$ cat src/logic/pif_pkg.sv
// package: register map, field positions and bus carriers for the irq flag block
package pif_pkg;

   localparam int ADDR_W = 8;
   localparam int DATA_W = 32;

   // register byte addresses
   localparam logic [ADDR_W-1:0] OFF_FLAGS     = 8'h00;
   localparam logic [ADDR_W-1:0] OFF_PIN_SEL   = 8'h04;
   localparam logic [ADDR_W-1:0] OFF_PORT_STAT = 8'h08;

   // field positions of peripheral_irq_request_0
   localparam int BIT_TMR = 5;
   localparam int BIT_IOC = 4;
   localparam int BIT_EXT = 0;
   localparam int FLAG_W  = 8;

   // hardware-set flags: index 0 external edge, index 1 timer zero
   localparam int NUM_HW_FLAGS         = 2;
   localparam int IDX_EXT              = 0;
   localparam int IDX_TMR              = 1;
   localparam int HW_FLAG_POS [NUM_HW_FLAGS] = '{BIT_EXT, BIT_TMR};

   // pin select register layout
   localparam int BIT_EDGE_RISING = 7;

   // reset values
   localparam logic [NUM_HW_FLAGS-1:0] HW_FLAGS_RESET   = 2'h0;
   localparam logic                    SUMMARY_RESET    = 1'h0;
   localparam logic                    EDGE_RISING_RST  = 1'h1;
   localparam logic [DATA_W-1:0]       RDATA_RESET      = 32'h0000_0000;
   localparam logic [DATA_W-1:0]       RDATA_UNMAPPED   = 32'h0000_0000;

   typedef struct packed {
      logic              psel;
      logic              penable;
      logic              pwrite;
      logic [ADDR_W-1:0] paddr;
      logic [DATA_W-1:0] pwdata;
   } pif_apb_req_type;

   typedef struct packed {
      logic [DATA_W-1:0] prdata;
      logic              pready;
      logic              pslverr;
   } pif_apb_rsp_type;

   typedef struct packed {
      logic timer_zero_overflow_flag;
      logic change_detect_summary_flag;
      logic external_edge_irq_flag;
   } pif_flags_type;

endpackage : pif_pkg

$ cat src/logic/pif_edge_detect.sv
// selected-pin edge detector feeding the external edge flag
`timescale 1ns/1ns
module pif_edge_detect #(
   parameter int NUM_PINS = 8,
   parameter int SEL_W    = 3
) (
   input  wire logic                mclk_i,
   input  wire logic                rst_b_i,
   input  wire logic [NUM_PINS-1:0] pins_i,
   input  wire logic [SEL_W-1:0]    sel_i,
   input  wire logic                rising_i,
   output logic                     edge_o
);
   import pif_pkg::*;

   logic             cur;
   logic             prev;
   logic [SEL_W-1:0] sel_q;
   logic             next_edge;

   assign cur = pins_i[sel_i]; // RULE_05

   // a select change compares two different pins, so that cycle is masked
   always_comb begin
      if (sel_i != sel_q) begin
         next_edge = 1'b0;
      end else if (rising_i) begin
         next_edge = cur & ~prev;
      end else begin
         next_edge = ~cur & prev;
      end
   end

   always_ff @(posedge mclk_i or negedge rst_b_i) begin
      if (!rst_b_i) begin
         prev  <= 1'b0;
         sel_q <= '0;
      end else begin
         prev  <= cur;
         sel_q <= sel_i;
      end
   end

   always_ff @(posedge mclk_i or negedge rst_b_i) begin
      if (!rst_b_i) begin
         edge_o <= 1'b0;
      end else begin
         edge_o <= next_edge;
      end
   end

   a_edge_pulse_sel: assert property ( // RULE_05
      @(posedge mclk_i) disable iff (!rst_b_i)
      (sel_i == sel_q) && rising_i && pins_i[sel_i] && !prev |=> edge_o)
      else $error("edge on selected pin gave no pulse");

endmodule : pif_edge_detect

$ cat src/logic/pif_irq_flags.sv
// peripheral irq request flags: timer zero, change-detect summary, external edge
// Operation
// (RULE_01) timer overflow sets flag until software clears
// (RULE_02) summary flag read-only, writes ignored
// (RULE_03) summary is OR of port change flags
// (RULE_04) external event sets flag until software clears
// (RULE_05) external input taken from selected pin
// (RULE_06) flags set regardless of any enable
// (RULE_07) software clears stale flags before enabling
// (RULE_08) software clears port flags to clear summary
// (RULE_09) unimplemented bits read zero, ignore writes
`timescale 1ns/1ns
module pif_irq_flags #(
   parameter int NUM_PINS = 8,
   parameter int SEL_W    = 3,
   parameter int PORT_A_W = 8,
   parameter int PORT_E_W = 8
) (
   input  wire logic                     mclk_i,
   input  wire logic                     rst_b_i,
   input  wire pif_pkg::pif_apb_req_type apb_req_i,
   output pif_pkg::pif_apb_rsp_type      apb_rsp_o,
   input  wire logic                     timer_zero_overflow_i,
   input  wire logic [NUM_PINS-1:0]      gpio_i,
   input  wire logic [PORT_A_W-1:0]      port_a_change_flags_i,
   input  wire logic [PORT_E_W-1:0]      port_e_change_flags_i,
   output pif_pkg::pif_flags_type        flags_o
);
   import pif_pkg::*;

   logic [NUM_HW_FLAGS-1:0] hw_flag;
   logic [NUM_HW_FLAGS-1:0] next_hw_flag;
   logic [NUM_HW_FLAGS-1:0] set_vec;
   logic                    summary;
   logic                    next_summary;
   logic [SEL_W-1:0]        external_irq_pin_select;
   logic                    edge_rising;
   logic                    ext_pulse;
   logic                    setup;
   logic                    access;
   logic                    wr_flags;
   logic                    wr_pin_sel;
   logic                    mapped;
   logic [DATA_W-1:0]       next_rdata;

   function automatic logic addr_hit(input logic [ADDR_W-1:0] a,
                                     input logic [ADDR_W-1:0] off);
      return a == off;
   endfunction : addr_hit

   // only implemented bits are placed; all others stay zero
   function automatic logic [FLAG_W-1:0] flag_word(input logic [NUM_HW_FLAGS-1:0] f,
                                                   input logic                    s);
      logic [FLAG_W-1:0] w;
      w          = '0;
      w[BIT_TMR] = f[IDX_TMR];
      w[BIT_IOC] = s;
      w[BIT_EXT] = f[IDX_EXT];
      return w;
   endfunction : flag_word

   // bus phases
   assign setup      = apb_req_i.psel & ~apb_req_i.penable;
   assign access     = apb_req_i.psel & apb_req_i.penable & apb_rsp_o.pready;
   assign wr_flags   = access & apb_req_i.pwrite & addr_hit(apb_req_i.paddr, OFF_FLAGS);
   assign wr_pin_sel = access & apb_req_i.pwrite & addr_hit(apb_req_i.paddr, OFF_PIN_SEL);

   // external edge source
   pif_edge_detect #(
      .NUM_PINS (NUM_PINS),
      .SEL_W    (SEL_W)
   ) u_edge (
      .mclk_i   (mclk_i),
      .rst_b_i  (rst_b_i),
      .pins_i   (gpio_i),
      .sel_i    (external_irq_pin_select),
      .rising_i (edge_rising),
      .edge_o   (ext_pulse)
   );

   // no enable term anywhere: a condition always lands in its flag
   assign set_vec[IDX_EXT] = ext_pulse;             // RULE_04 RULE_06
   assign set_vec[IDX_TMR] = timer_zero_overflow_i; // RULE_01 RULE_06

   // write stores the bit, a same-cycle hardware set wins over a clear
   for (genvar g = 0; g < NUM_HW_FLAGS; g++) begin : g_flag
      assign next_hw_flag[g] = (wr_flags ? apb_req_i.pwdata[HW_FLAG_POS[g]] : hw_flag[g])
                               | set_vec[g]; // RULE_01 RULE_04

      always_ff @(posedge mclk_i or negedge rst_b_i) begin
         if (!rst_b_i) begin
            hw_flag[g] <= HW_FLAGS_RESET[g];
         end else begin
            hw_flag[g] <= next_hw_flag[g];
         end
      end
   end

   // summary follows the port flags only; bus writes never reach it
   assign next_summary = (|port_a_change_flags_i) | (|port_e_change_flags_i); // RULE_03

   always_ff @(posedge mclk_i or negedge rst_b_i) begin
      if (!rst_b_i) begin
         summary <= SUMMARY_RESET;
      end else begin
         summary <= next_summary; // RULE_02 RULE_03
      end
   end

   // pin select and edge sense
   always_ff @(posedge mclk_i or negedge rst_b_i) begin
      if (!rst_b_i) begin
         external_irq_pin_select <= '0;
         edge_rising             <= EDGE_RISING_RST;
      end else if (wr_pin_sel) begin
         external_irq_pin_select <= apb_req_i.pwdata[SEL_W-1:0]; // RULE_05
         edge_rising             <= apb_req_i.pwdata[BIT_EDGE_RISING];
      end
   end

   // flag outputs mirror the stored flags from their own flops
   always_ff @(posedge mclk_i or negedge rst_b_i) begin
      if (!rst_b_i) begin
         flags_o <= '0;
      end else begin
         flags_o.timer_zero_overflow_flag   <= next_hw_flag[IDX_TMR];
         flags_o.external_edge_irq_flag     <= next_hw_flag[IDX_EXT];
         flags_o.change_detect_summary_flag <= next_summary;
      end
   end

   // read decode
   always_comb begin
      mapped     = 1'b1;
      next_rdata = RDATA_UNMAPPED;
      if (addr_hit(apb_req_i.paddr, OFF_FLAGS)) begin
         next_rdata = DATA_W'(flag_word(hw_flag, summary)); // RULE_09
      end else if (addr_hit(apb_req_i.paddr, OFF_PIN_SEL)) begin
         next_rdata                  = DATA_W'(external_irq_pin_select);
         next_rdata[BIT_EDGE_RISING] = edge_rising;
      end else if (addr_hit(apb_req_i.paddr, OFF_PORT_STAT)) begin
         next_rdata = DATA_W'({port_e_change_flags_i, port_a_change_flags_i});
      end else begin
         mapped = 1'b0;
      end
   end

   // answer is fixed: ready in the first access cycle; read data caught at setup
   always_ff @(posedge mclk_i or negedge rst_b_i) begin
      if (!rst_b_i) begin
         apb_rsp_o.pready  <= 1'b0;
         apb_rsp_o.pslverr <= 1'b0;
      end else begin
         apb_rsp_o.pready  <= setup;
         apb_rsp_o.pslverr <= setup & ~mapped;
      end
   end

   always_ff @(posedge mclk_i or negedge rst_b_i) begin
      if (!rst_b_i) begin
         apb_rsp_o.prdata <= RDATA_RESET;
      end else if (setup & ~apb_req_i.pwrite) begin
         apb_rsp_o.prdata <= next_rdata;
      end
   end

   a_tmr_set_flag: assert property ( // RULE_01
      @(posedge mclk_i) disable iff (!rst_b_i)
      timer_zero_overflow_i |=> hw_flag[IDX_TMR] && flags_o.timer_zero_overflow_flag)
      else $error("timer overflow did not set its flag");

   a_tmr_flag_hold: assert property ( // RULE_01
      @(posedge mclk_i) disable iff (!rst_b_i)
      hw_flag[IDX_TMR] && !(wr_flags && !apb_req_i.pwdata[BIT_TMR]) |=> hw_flag[IDX_TMR])
      else $error("timer flag dropped without a clearing write");

   a_set_beats_clear: assert property ( // RULE_01
      @(posedge mclk_i) disable iff (!rst_b_i)
      timer_zero_overflow_i && wr_flags && !apb_req_i.pwdata[BIT_TMR] |=> hw_flag[IDX_TMR])
      else $error("clear won over a same-cycle timer overflow");

   a_ext_flag_hold: assert property ( // RULE_04
      @(posedge mclk_i) disable iff (!rst_b_i)
      ext_pulse ##1 !(wr_flags && !apb_req_i.pwdata[BIT_EXT])
      |-> hw_flag[IDX_EXT] ##1 hw_flag[IDX_EXT])
      else $error("external flag not set and held");

   a_summary_or: assert property ( // RULE_03
      @(posedge mclk_i) disable iff (!rst_b_i)
      ##1 summary == ($past(|port_a_change_flags_i) || $past(|port_e_change_flags_i)))
      else $error("summary flag differs from OR of port flags");

   a_summary_readonly: assert property ( // RULE_02
      @(posedge mclk_i) disable iff (!rst_b_i)
      wr_flags && $stable(port_a_change_flags_i) && $stable(port_e_change_flags_i)
      |=> $stable(summary))
      else $error("write disturbed the summary flag");

   a_read_flags: assert property ( // RULE_02 RULE_09
      @(posedge mclk_i) disable iff (!rst_b_i)
      setup && !apb_req_i.pwrite && addr_hit(apb_req_i.paddr, OFF_FLAGS)
      |=> apb_rsp_o.prdata[BIT_IOC] == $past(summary)
          && apb_rsp_o.prdata[BIT_TMR] == $past(hw_flag[IDX_TMR])
          && apb_rsp_o.prdata[DATA_W-1:BIT_TMR+1] == '0
          && apb_rsp_o.prdata[BIT_IOC-1:BIT_EXT+1] == '0)
      else $error("flag read returned wrong or nonzero reserved bits");

   a_ready_timing: assert property (
      @(posedge mclk_i) disable iff (!rst_b_i)
      setup |=> apb_rsp_o.pready ##1 !apb_rsp_o.pready || setup)
      else $error("ready not given in first access cycle");

   a_pin_sel_write: assert property ( // RULE_05
      @(posedge mclk_i) disable iff (!rst_b_i)
      wr_pin_sel |=> external_irq_pin_select == $past(apb_req_i.pwdata[SEL_W-1:0]))
      else $error("pin select write not stored");

   a_pin_sense_write: assert property ( // RULE_05
      @(posedge mclk_i) disable iff (!rst_b_i)
      wr_pin_sel |=> edge_rising == $past(apb_req_i.pwdata[BIT_EDGE_RISING]))
      else $error("edge sense write not stored");

   a_pin_sel_hold: assert property ( // RULE_05
      @(posedge mclk_i) disable iff (!rst_b_i)
      !wr_pin_sel |=> $stable(external_irq_pin_select) && $stable(edge_rising))
      else $error("pin select changed without a write");

   // flag set and clear paths
   a_ext_set_flag: assert property ( // RULE_04
      @(posedge mclk_i) disable iff (!rst_b_i)
      ext_pulse |=> hw_flag[IDX_EXT] && flags_o.external_edge_irq_flag)
      else $error("external edge did not set its flag");

   a_tmr_clear_write: assert property ( // RULE_01
      @(posedge mclk_i) disable iff (!rst_b_i)
      wr_flags && !apb_req_i.pwdata[BIT_TMR] && !timer_zero_overflow_i |=> !hw_flag[IDX_TMR])
      else $error("clearing write left the timer flag set");

   a_ext_clear_write: assert property ( // RULE_04
      @(posedge mclk_i) disable iff (!rst_b_i)
      wr_flags && !apb_req_i.pwdata[BIT_EXT] && !ext_pulse |=> !hw_flag[IDX_EXT])
      else $error("clearing write left the external flag set");

   a_summary_write_one: assert property ( // RULE_02
      @(posedge mclk_i) disable iff (!rst_b_i)
      wr_flags && apb_req_i.pwdata[BIT_IOC] && !summary
      && !(|port_a_change_flags_i) && !(|port_e_change_flags_i) |=> !summary)
      else $error("write of one reached the summary flag");

   // outputs are separate flops, so they must track the stored state
   a_tmr_out_mirror: assert property ( // RULE_01
      @(posedge mclk_i) disable iff (!rst_b_i)
      flags_o.timer_zero_overflow_flag == hw_flag[IDX_TMR])
      else $error("timer flag output differs from stored flag");

   a_ext_out_mirror: assert property ( // RULE_04
      @(posedge mclk_i) disable iff (!rst_b_i)
      flags_o.external_edge_irq_flag == hw_flag[IDX_EXT])
      else $error("external flag output differs from stored flag");

   a_summary_out_mirror: assert property ( // RULE_03
      @(posedge mclk_i) disable iff (!rst_b_i)
      flags_o.change_detect_summary_flag == summary)
      else $error("summary output differs from stored summary");

   a_read_ext_bit: assert property ( // RULE_04
      @(posedge mclk_i) disable iff (!rst_b_i)
      setup && !apb_req_i.pwrite && addr_hit(apb_req_i.paddr, OFF_FLAGS)
      |=> apb_rsp_o.prdata[BIT_EXT] == $past(hw_flag[IDX_EXT]))
      else $error("flag read returned a wrong external bit");

   a_read_pin_sel: assert property ( // RULE_05
      @(posedge mclk_i) disable iff (!rst_b_i)
      setup && !apb_req_i.pwrite && addr_hit(apb_req_i.paddr, OFF_PIN_SEL)
      |=> apb_rsp_o.prdata[SEL_W-1:0] == $past(external_irq_pin_select)
          && apb_rsp_o.prdata[BIT_EDGE_RISING] == $past(edge_rising))
      else $error("pin select read returned wrong data");

   a_read_port_stat: assert property ( // RULE_03
      @(posedge mclk_i) disable iff (!rst_b_i)
      setup && !apb_req_i.pwrite && addr_hit(apb_req_i.paddr, OFF_PORT_STAT)
      |=> apb_rsp_o.prdata[PORT_A_W-1:0] == $past(port_a_change_flags_i)
          && apb_rsp_o.prdata[PORT_A_W+PORT_E_W-1:PORT_A_W] == $past(port_e_change_flags_i))
      else $error("port status read returned wrong data");

   // bus response shape
   a_error_unmapped: assert property (
      @(posedge mclk_i) disable iff (!rst_b_i)
      setup |=> apb_rsp_o.pslverr == $past(!mapped))
      else $error("error response does not match the address decode");

   a_error_with_ready: assert property (
      @(posedge mclk_i) disable iff (!rst_b_i)
      apb_rsp_o.pslverr |-> apb_rsp_o.pready)
      else $error("error response without ready");

   a_ready_after_setup: assert property (
      @(posedge mclk_i) disable iff (!rst_b_i)
      apb_rsp_o.pready |-> $past(setup))
      else $error("ready without a preceding setup cycle");

   a_rdata_hold: assert property (
      @(posedge mclk_i) disable iff (!rst_b_i)
      !(setup && !apb_req_i.pwrite) |=> $stable(apb_rsp_o.prdata))
      else $error("read data changed outside a read setup");

endmodule : pif_irq_flags

$ cat config.mk
export PLATFORM = sky130hd
export DESIGN_NAME = pif_irq_flags
export DESIGN_NICKNAME = d
export VERILOG_FILES = /design/src/logic/pif_pkg.sv /design/src/logic/pif_edge_detect.sv /design/src/logic/pif_irq_flags.sv
export SDC_FILE = /design/constraint.sdc
export NUM_CORES = 1
export LEC_CHECK = 0
export ABC_CLOCK_PERIOD_IN_PS = 2100
export BUFFER_PORTS_ARGS = -buffer_cell sky130_fd_sc_hd__buf_4
export CAP_MARGIN = 20
export CORE_ASPECT_RATIO = 1.5
export CORE_MARGIN = 1.5
export CORE_UTILIZATION = 42
export CTS_BUF_LIST = sky130_fd_sc_hd__clkbuf_8
export DETAILED_ROUTE_END_ITERATION = 7
export MAX_ROUTING_LAYER = met4
export PLACE_DENSITY_LB_ADDON = 0.12
export SYNTH_ARGS = -nofsm -noshare
export SYNTH_HDL_FRONTEND = slang
export SYNTH_HIERARCHICAL = 1
export SYNTH_SLANG_ARGS = --single-unit
$ cat constraint.sdc
create_clock -name mclk_i -period 2.1 [get_ports mclk_i]
set_clock_uncertainty 0.1 [all_clocks]
set_input_delay 0.21 -clock mclk_i [delete_from_list [all_inputs] [get_ports mclk_i]]
set_output_delay 0.21 -clock mclk_i [all_outputs]
set_load 0.02 [all_outputs]
; ---- Yosys cells after proc, flatten, opt, wreduce, memory -nomap -nowiden
; Cells that the tools add are included.
[word_totals]
ff_bits = 46
output_inout_bits = 37
[classes]
magnitude_cmp = 1
n_eq_ne = 3
mux = 12
n_bitwise = 18
n_reduce_logical = 3
[ops]
columns = operator, count
row1 = $mux 16, 2
row2 = $mux 32, 1
row3 = $reduce_or 8->1, 2
row4 = $and 1x1->1, 10
row5 = $eq 8x3->1 const B, 1
row6 = $eq 8x4->1 const B, 1
row7 = $logic_not 8->1, 1
row8 = $mux 1, 8
row9 = $not 1->1, 5
row10 = $lt 3x4->1 const B, 1
row11 = $bmux 1 s3, 1
row12 = $ne 3x3->1, 1
row13 = $or 1x1->1, 3

; ---- Depth between registers and ports, before layout
; Gate-level depths: netlist (run 1).
[depth]
depth_word = 6
depth_mapped = 5
ltp_nobuf = 3

; ---- By module
; The synthesis (run 1) kept the hierarchy.
[by_module_without_submodules]
columns = mod, n_inst, cells_per_inst, area_per_inst_um2
row1 = pif_irq_flags, 1, 105, 1234.9
row2 = pif_edge_detect, 1, 16, 254.0

; ---- Worst setup path after synthesis (run 1)
; OpenSTA, ideal clock, no wires.
[synth_timing]
path_kind = register to register
startpoint = register external_irq_pin_select[0]
endpoint = register u_edge.edge_o
setup_ns = 0.123
t_arrival_ns = 1.348
required_ns = 1.877
slack_ns = 0.528
stages_incl_launch_ff = 4
n_path_buf = 0
synth_period_minus_slack_ns = 1.572
path_cell_list = dfrtp_1 -> mux4_1 -> mux2_4 -> mux2i_1
[synth_between]
elab_chain_len = 6
elab_cells_between_ends = 8
classes_between = 1 x eq/ne / 4 x mux / 3 x bitwise
[synth_rtl]
columns = element, line
row1 = from (decl), pif_irq_flags.sv:36  ; logic [SEL_W-1:0] external_irq_pin_select;
row2 = from (signal assigned), pif_irq_flags.sv:116  ; external_irq_pin_select <= apb_req_i.pwdata[SEL_W-1:0];
row3 = $bmux 1 s3 (*), pif_edge_detect.sv:21  ; assign cur = pins_i[sel_i];
row4 = $mux 1 (not written as such) (*), pif_edge_detect.sv:21
row5 = named net u_edge.cur, pif_edge_detect.sv:16  ; logic cur;
row6 = $not 1->1, pif_edge_detect.sv:30  ; next_edge = ~cur & prev;
row7 = $and 1x1->1, pif_edge_detect.sv:30
row8 = $mux 1 (*), pif_edge_detect.sv:27  ; end else if (rising_i) begin
row9 = $mux 1 (*), pif_edge_detect.sv:25  ; if (sel_i != sel_q) begin
row10 = named net u_edge.next_edge, pif_edge_detect.sv:19  ; logic next_edge;
row11 = to (signal assigned), pif_edge_detect.sv:48  ; edge_o <= next_edge;
row12 = to (decl), pif_edge_detect.sv:12  ; output logic edge_o
; Mark *: on every way through the listed nets, which the timed path passes. The rest lies on a longest branch. The select of a mux whose other input is x is not followed.
; A chain may end at the register's enable or synchronous reset.

; ---- Worst setup path in the final report (run 1)
; Same ends and word-level chain as after synthesis.

==> results of run 1 <==
layout make-up:
cell class	count	area [sq um]
clock buffers	8	110.1
fillers	291	1333
inverters	1	3.754
multi-input cells	85	634.4
flip-flops and latches	30	752.0
well taps	42	52.55
repair buffers	66	498.0
cell usage after synthesis:
library cell	n
o31ai_1	3
nor4_4	1
dfstp_2	1
a22o_1	10
buf_6	2
a32oi_1	1
nand3_1	1
dfrtp_1	29
inv_1	1
nand2_1	4
mux2_2	4
nand4_1	4
nand2b_1	1
nor4_1	5
mux4_1	2
nor3b_1	1
a221o_1	3
o21a_1	1
nor2b_1	5
a22oi_1	2
or4_1	1
and2_0	1
mux2i_1	3
xnor2_1	3
and2_1	1
mux2_4	1
nor2_1	5
or3b_1	1
buf_2	1
and4_1	5
conb_1	1
buf_4	17
metal layers:
layer  part of all wire (%)  up-vias
li1                       -      558
met1                     38      577
met2                     54       49
met3                    7.0        4
met4                   0.88        0
met5                      0        -
state kept, by name, summed over array words and instances, names as in the netlist:
name                     count
u_edge/edge_o                1
flags_o                      3
u_edge/sel_q                 3
external_irq_pin_select      3
edge_rising                  1
apb_rsp_o                   18
u_edge/prev                  1
final timing paths:
kind                                             from             to  slack (ps)  depth (start not counted)
setup / recovery           external_irq_pin_select[0]  u_edge/edge_o         370                          3
hold / removal                          apb_req_i[41]   apb_rsp_o[1]          20                          2
setup reg to reg           external_irq_pin_select[0]  u_edge/edge_o         370                          3
hold reg to reg                          apb_rsp_o[4]   apb_rsp_o[4]         390                          2
max in group asynchronous                     rst_b_i    edge_rising        1280                          2
min in group asynchronous                     rst_b_i  apb_rsp_o[17]         290                          2
kinds of logic (layout without fill, tap and decap cells):
kind of cell	Yosys count	in the layout	synth area share (%)
buf+inv	21	75	10.67
xor+xnor	3	3	1.765
mux	10	10	9.579
flops	30	30	50.50
other cells	1	16	0.2519
compound gates	20	20	11.51
simple gates	36	36	15.71
metrics by stage:
step	hold WS [ps]	power [W]	cell area, sq um
finish	18.82	0.001270	2051
global route	14.53	0.001336	2051
CTS	10.73	0.001287	2051
detailed placement	59.78	0.0007490	1931
global placement	48.40	0.0007460	1931
floorplan	-185.6	0.0006778	1545
power breakdown:
group          leakage [nW]  total, W  internal (W)  switching, W
registers             0.394  0.000587      0.000584    0.00000298
logic                 0.573  0.000153     0.0000722     0.0000812
clock network        0.0575  0.000529      0.000330      0.000199
==> flow_metrics.py, run 1 <==
metrics = {
    "run_status": {
        "outcome": "finished clean",
    },
    "clock_network": {
        "insertion_delay_ps": 270,
        "clkSlewWorstSetupHoldPaths_ps": 60,
        "cts_made_buffers": 5,
        "htree_num_levels": 2,
        "clock-sinks": 30,
        "cts.path.max_buffers": 2,
        "postCtsHoldBufs": 1,
        "cts_setup_buffers": 0,
        "cts_root_buffer": "clkbuf_8",
        "cts_resized": 0,
        "cts_tree": "done",
    },
    "floorplanning": {
        "rows": 26,
        "coreArea_sq_um": 3383,
        "chipHeight_um": 75.92,
        "start_util_pct": 44.01,
        "dieArea_sq_um": 3919,
        "fp.dieW_um": 51.62,
        "ios": 107,
    },
    "sta": {
        "period_share_pct": 82.19,
        "timing.final.crit_period_ps": 1726,
        "max_freq_mhz": 579.4,
        "hold_violations": 0,
        "setup_viol": 0,
        "drv_slew": 0,
        "tns_ps": 0,
        "rsz0062_at_grt": "false",
        "fin_ws_ps": 374.1,
    },
    "worst_setup_path": {
        "startpoint_type": "flip-flop",
        "crit_slowest_cell": "mux4_1",
        "crit_fanout": 6,
        "cp.buffers_inverters": 0,
        "crit_chain": "mux4_1 -> mux2_4 -> mux2i_1",
        "slowest_delay_ps": 590,
        "endpoint_kind": "flip-flop",
        "cp.arrival_ps": 1810,
        "worstSetupPathType": "flip-flop to flip-flop",
        "path_delay_family": "multiplexers",
        "cp.required_ps": 2180,
    },
    "grt": {
        "grt_pass1_wl_um": 5437,
        "grt_overflow": 0,
        "met1_usage_pct": 20.75,
        "use_met2_pct": 31.41,
        "grt_pass1_vias": 1212,
        "grtUsageMet3_pct": 5.709,
        "grt_usage_pct": 18.90,
        "grt.busiest_layer": "met2",
        "grt_max_degree": 31,
        "antenna_found_initial": 0,
    },
    "logic_synthesis": {
        "synth_area_sq_um": 1489,
        "ys_seq_elements": 30,
        "synth_area_leaders": "dfrtp_1, buf_4, a22o_1, mux4_1, mux2_2",
        "ys_warn_count": 6,
        "synth_cell_types": 32,
        "synth_area_leader_cell": "dfrtp_1",
        "synth_top_area_share_pct": 48.74,
        "syn_inst": 121,
        "syn_area_per_cell_sq_um": 12.31,
        "synth_seq_area_share_pct": 50.50,
    },
    "final_layout": {
        "layoutNonFillerInstCount": 232,
        "fin_util_pct": 60.61,
        "layout_commonest_cell": "buf_4",
        "fin_nets": 259,
        "layout_common_cells": "buf_4, dfrtp_1, conb_1",
        "drive_above_1_share_pct": 42.11,
        "antenna_cells": 0,
        "area_growth_pct": 37.73,
    },
    "detailed_routing": {
        "first_pass_iters": 4,
        "drt_iter0_drc": 25,
        "ant_nets": 0,
        "wl_per_cell_um": 14.20,
        "avgViaCountPerCell": 5.121,
        "via_count": 1188,
        "routed_wl_um": 3295,
        "drcViolationCount": 0,
    },
    "placement": {
        "dp_hpwl_um": 2609,
        "dp_cells": 223,
        "dp_slack_ps": 369.0,
        "routabilityCongestion": 0.7445,
        "port_buffers": 63,
    },
    "power": {
        "peakVddDrop_mv": 0.4526,
        "p_leak_nw": 1.024,
        "powerDensity_nw_per_um2": 619.1,
    },
    "worst_hold_path": {
        "hold_class": "input port to flip-flop",
    },
    "job": {
        "cap_violations": 0,
    },
}
Power figures use the tool's default switching activity.
==> inputs of run 2 (changes only) <==
- ABC_CLOCK_PERIOD_IN_PS: 2100 -> 1680
- clock period: 2.1 -> 1.68 ns (I/O delays scaled with it)
==> run 2 against run 1 <==
Against the previous run: final area grew 1.5%; non-clock buffer count grew 3; combinational power grew 29%; register-to-register slack lost 340 ps; worst hold slack lost 8.9 ps; first-iteration DRC count shrank 8.0%.
==> flow_metrics.py, run 2 (synthesis gave the netlist of run 1 again) <==
metrics = {
    "run_status": {
        "outcome": "finished clean",
    },
    "sta": {
        "setup_viol": 0,
        "max_freq_mhz": 607.3,
        "drv_slew": 0,
        "fin_ws_ps": 33.44,
        "period_share_pct": 98.01,
        "rsz0062_at_grt": "true",
        "timing.final.crit_period_ps": 1647,
        "hold_slack_ps": 9.958,
        "hold_violations": 0,
        "tns_ps": 0,
    },
    "detailed_routing": {
        "avgViaCountPerCell": 5.060,
        "wl_met1_um": 1263,
        "dr_wl_met3_um": 255,
        "first_pass_iters": 4,
        "route.top_layer_used": "met4",
        "drcViolationCount": 0,
        "routed_wl_um": 3364,
        "via_count": 1189,
        "ant_nets": 0,
        "wl_per_cell_um": 14.31,
        "wl_met2_um": 1805,
        "drt_iter0_drc": 23,
    },
    "final_layout": {
        "drive_above_1_share_pct": 44.04,
        "area_growth_pct": 39.75,
        "antenna_cells": 0,
        "top_register": "apb_rsp_o",
        "layout_commonest_cell": "buf_4",
        "largest_register_ffs": 18,
        "layout_common_cells": "buf_4, dfrtp_1, conb_1",
        "fin_nets": 262,
    },
    "worst_setup_path": {
        "endpoint_kind": "flip-flop",
        "cp.arrival_ps": 1710,
        "worstSetupPathType": "flip-flop to flip-flop",
        "startpoint_type": "flip-flop",
        "cp.required_ps": 1740,
        "crit_fanout": 3,
    },
    "grt": {
        "grt_usage_pct": 19.54,
        "grt_overflow": 0,
        "antenna_found_initial": 0,
        "grt_pass1_wl_um": 5561,
        "grt_max_degree": 31,
        "grt_pass1_vias": 1221,
    },
    "clock_network": {
        "insertion_delay_ps": 280,
        "cts_made_buffers": 5,
        "cts.path.max_buffers": 2,
        "htree_num_levels": 2,
        "cts_tree": "done",
        "clkSlewWorstSetupHoldPaths_ps": 60,
        "cts_root_buffer": "clkbuf_8",
        "clock-sinks": 30,
    },
    "floorplanning": {
        "dieArea_sq_um": 3919,
        "start_util_pct": 44.01,
        "ios": 107,
        "fp.dieW_um": 51.62,
        "rows": 26,
        "chipHeight_um": 75.92,
        "coreArea_sq_um": 3383,
    },
    "placement": {
        "dp_hpwl_um": 2669,
        "routabilityCongestion": 0.7556,
        "dp_slack_ps": 9.582,
        "port_buffers": 63,
    },
    "job": {
        "cap_violations": 0,
    },
    "worst_hold_path": {
        "hold_class": "input port to flip-flop",
    },
    "power": {
        "peakVddDrop_mv": 0.7039,
        "p_leak_nw": 1.033,
        "powerDensity_nw_per_um2": 767.4,
    },
}
## run 2: cell count changes in the layout (fill, tap and decap cells not counted), sizes merged
cell         before  now
buf              65   67
dlygate4sd3       1    2
## run 2: where the power goes
| group | internal (W) | total [W] | switching (W) | leakage (nW) |
|---|---|---|---|---|
| registers | 0.000730 | 0.000734 | 0.00000384 | 0.394 |
| logic | 0.0000938 | 0.000197 | 0.000103 | 0.581 |
| clock network | 0.000413 | 0.000666 | 0.000253 | 0.0575 |
## run 2: layout make-up
cell class	instances	area, sq um
Multi-Input combinational cell	85	639.4
Inverter	1	3.754
Clock buffer	8	110.1
Tap cell	42	52.55
Fill cell	311	1303
Sequential cell	30	752.0
Timing Repair Buffer	69	523.0
## run 2: per-layer routing
layer	track usage (%)	up-vias
met3	5.709	6
met5	-	-
li1	-	561
met1	21.89	572
met4	7.105	0
met2	32.31	50
## run 2: final timing paths
check / slack, ps / startpoint / cells past startpoint / end
min in group asynchronous: 250 / rst_b_i / 2 / apb_rsp_o[10]
worst min-delay path: 10 / port_a_change_flags_i[6] / 3 / flags_o[1]
worst max-delay path: 30 / external_irq_pin_select[0] / 3 / u_edge/edge_o
max in group asynchronous: 920 / rst_b_i / 2 / edge_rising
worst min register to register: 390 / apb_rsp_o[3] / 2 / apb_rsp_o[3]
worst max register to register: 30 / external_irq_pin_select[0] / 3 / u_edge/edge_o
## run 2: stage by stage
step	area [sq um]	instances	utilization, %	total power, W
finish	2081	235	61.50	0.001597
CTS	2081	235	61.50	0.001616
global route	2081	235	61.50	0.001666
detailed placement	1946	225	57.51	0.0009362
floorplan	1545	136	-	0.0008472
global placement	1946	225	57.51	0.0009326
## run 2: repair_timing
item,CTS,global route
endpoints found under the setup margin,1,1
hold endpoints to repair,30,0
pin swaps,0,0
setup buffers,0,0
gates resized for setup,4,0
hold buffers,2,0
## run 2: critical path, cell delays in order, from the launching register on
cell     delay, ps
dfrtp_1        410
mux4_2         510
mux2_4         310
mux2i_4        190
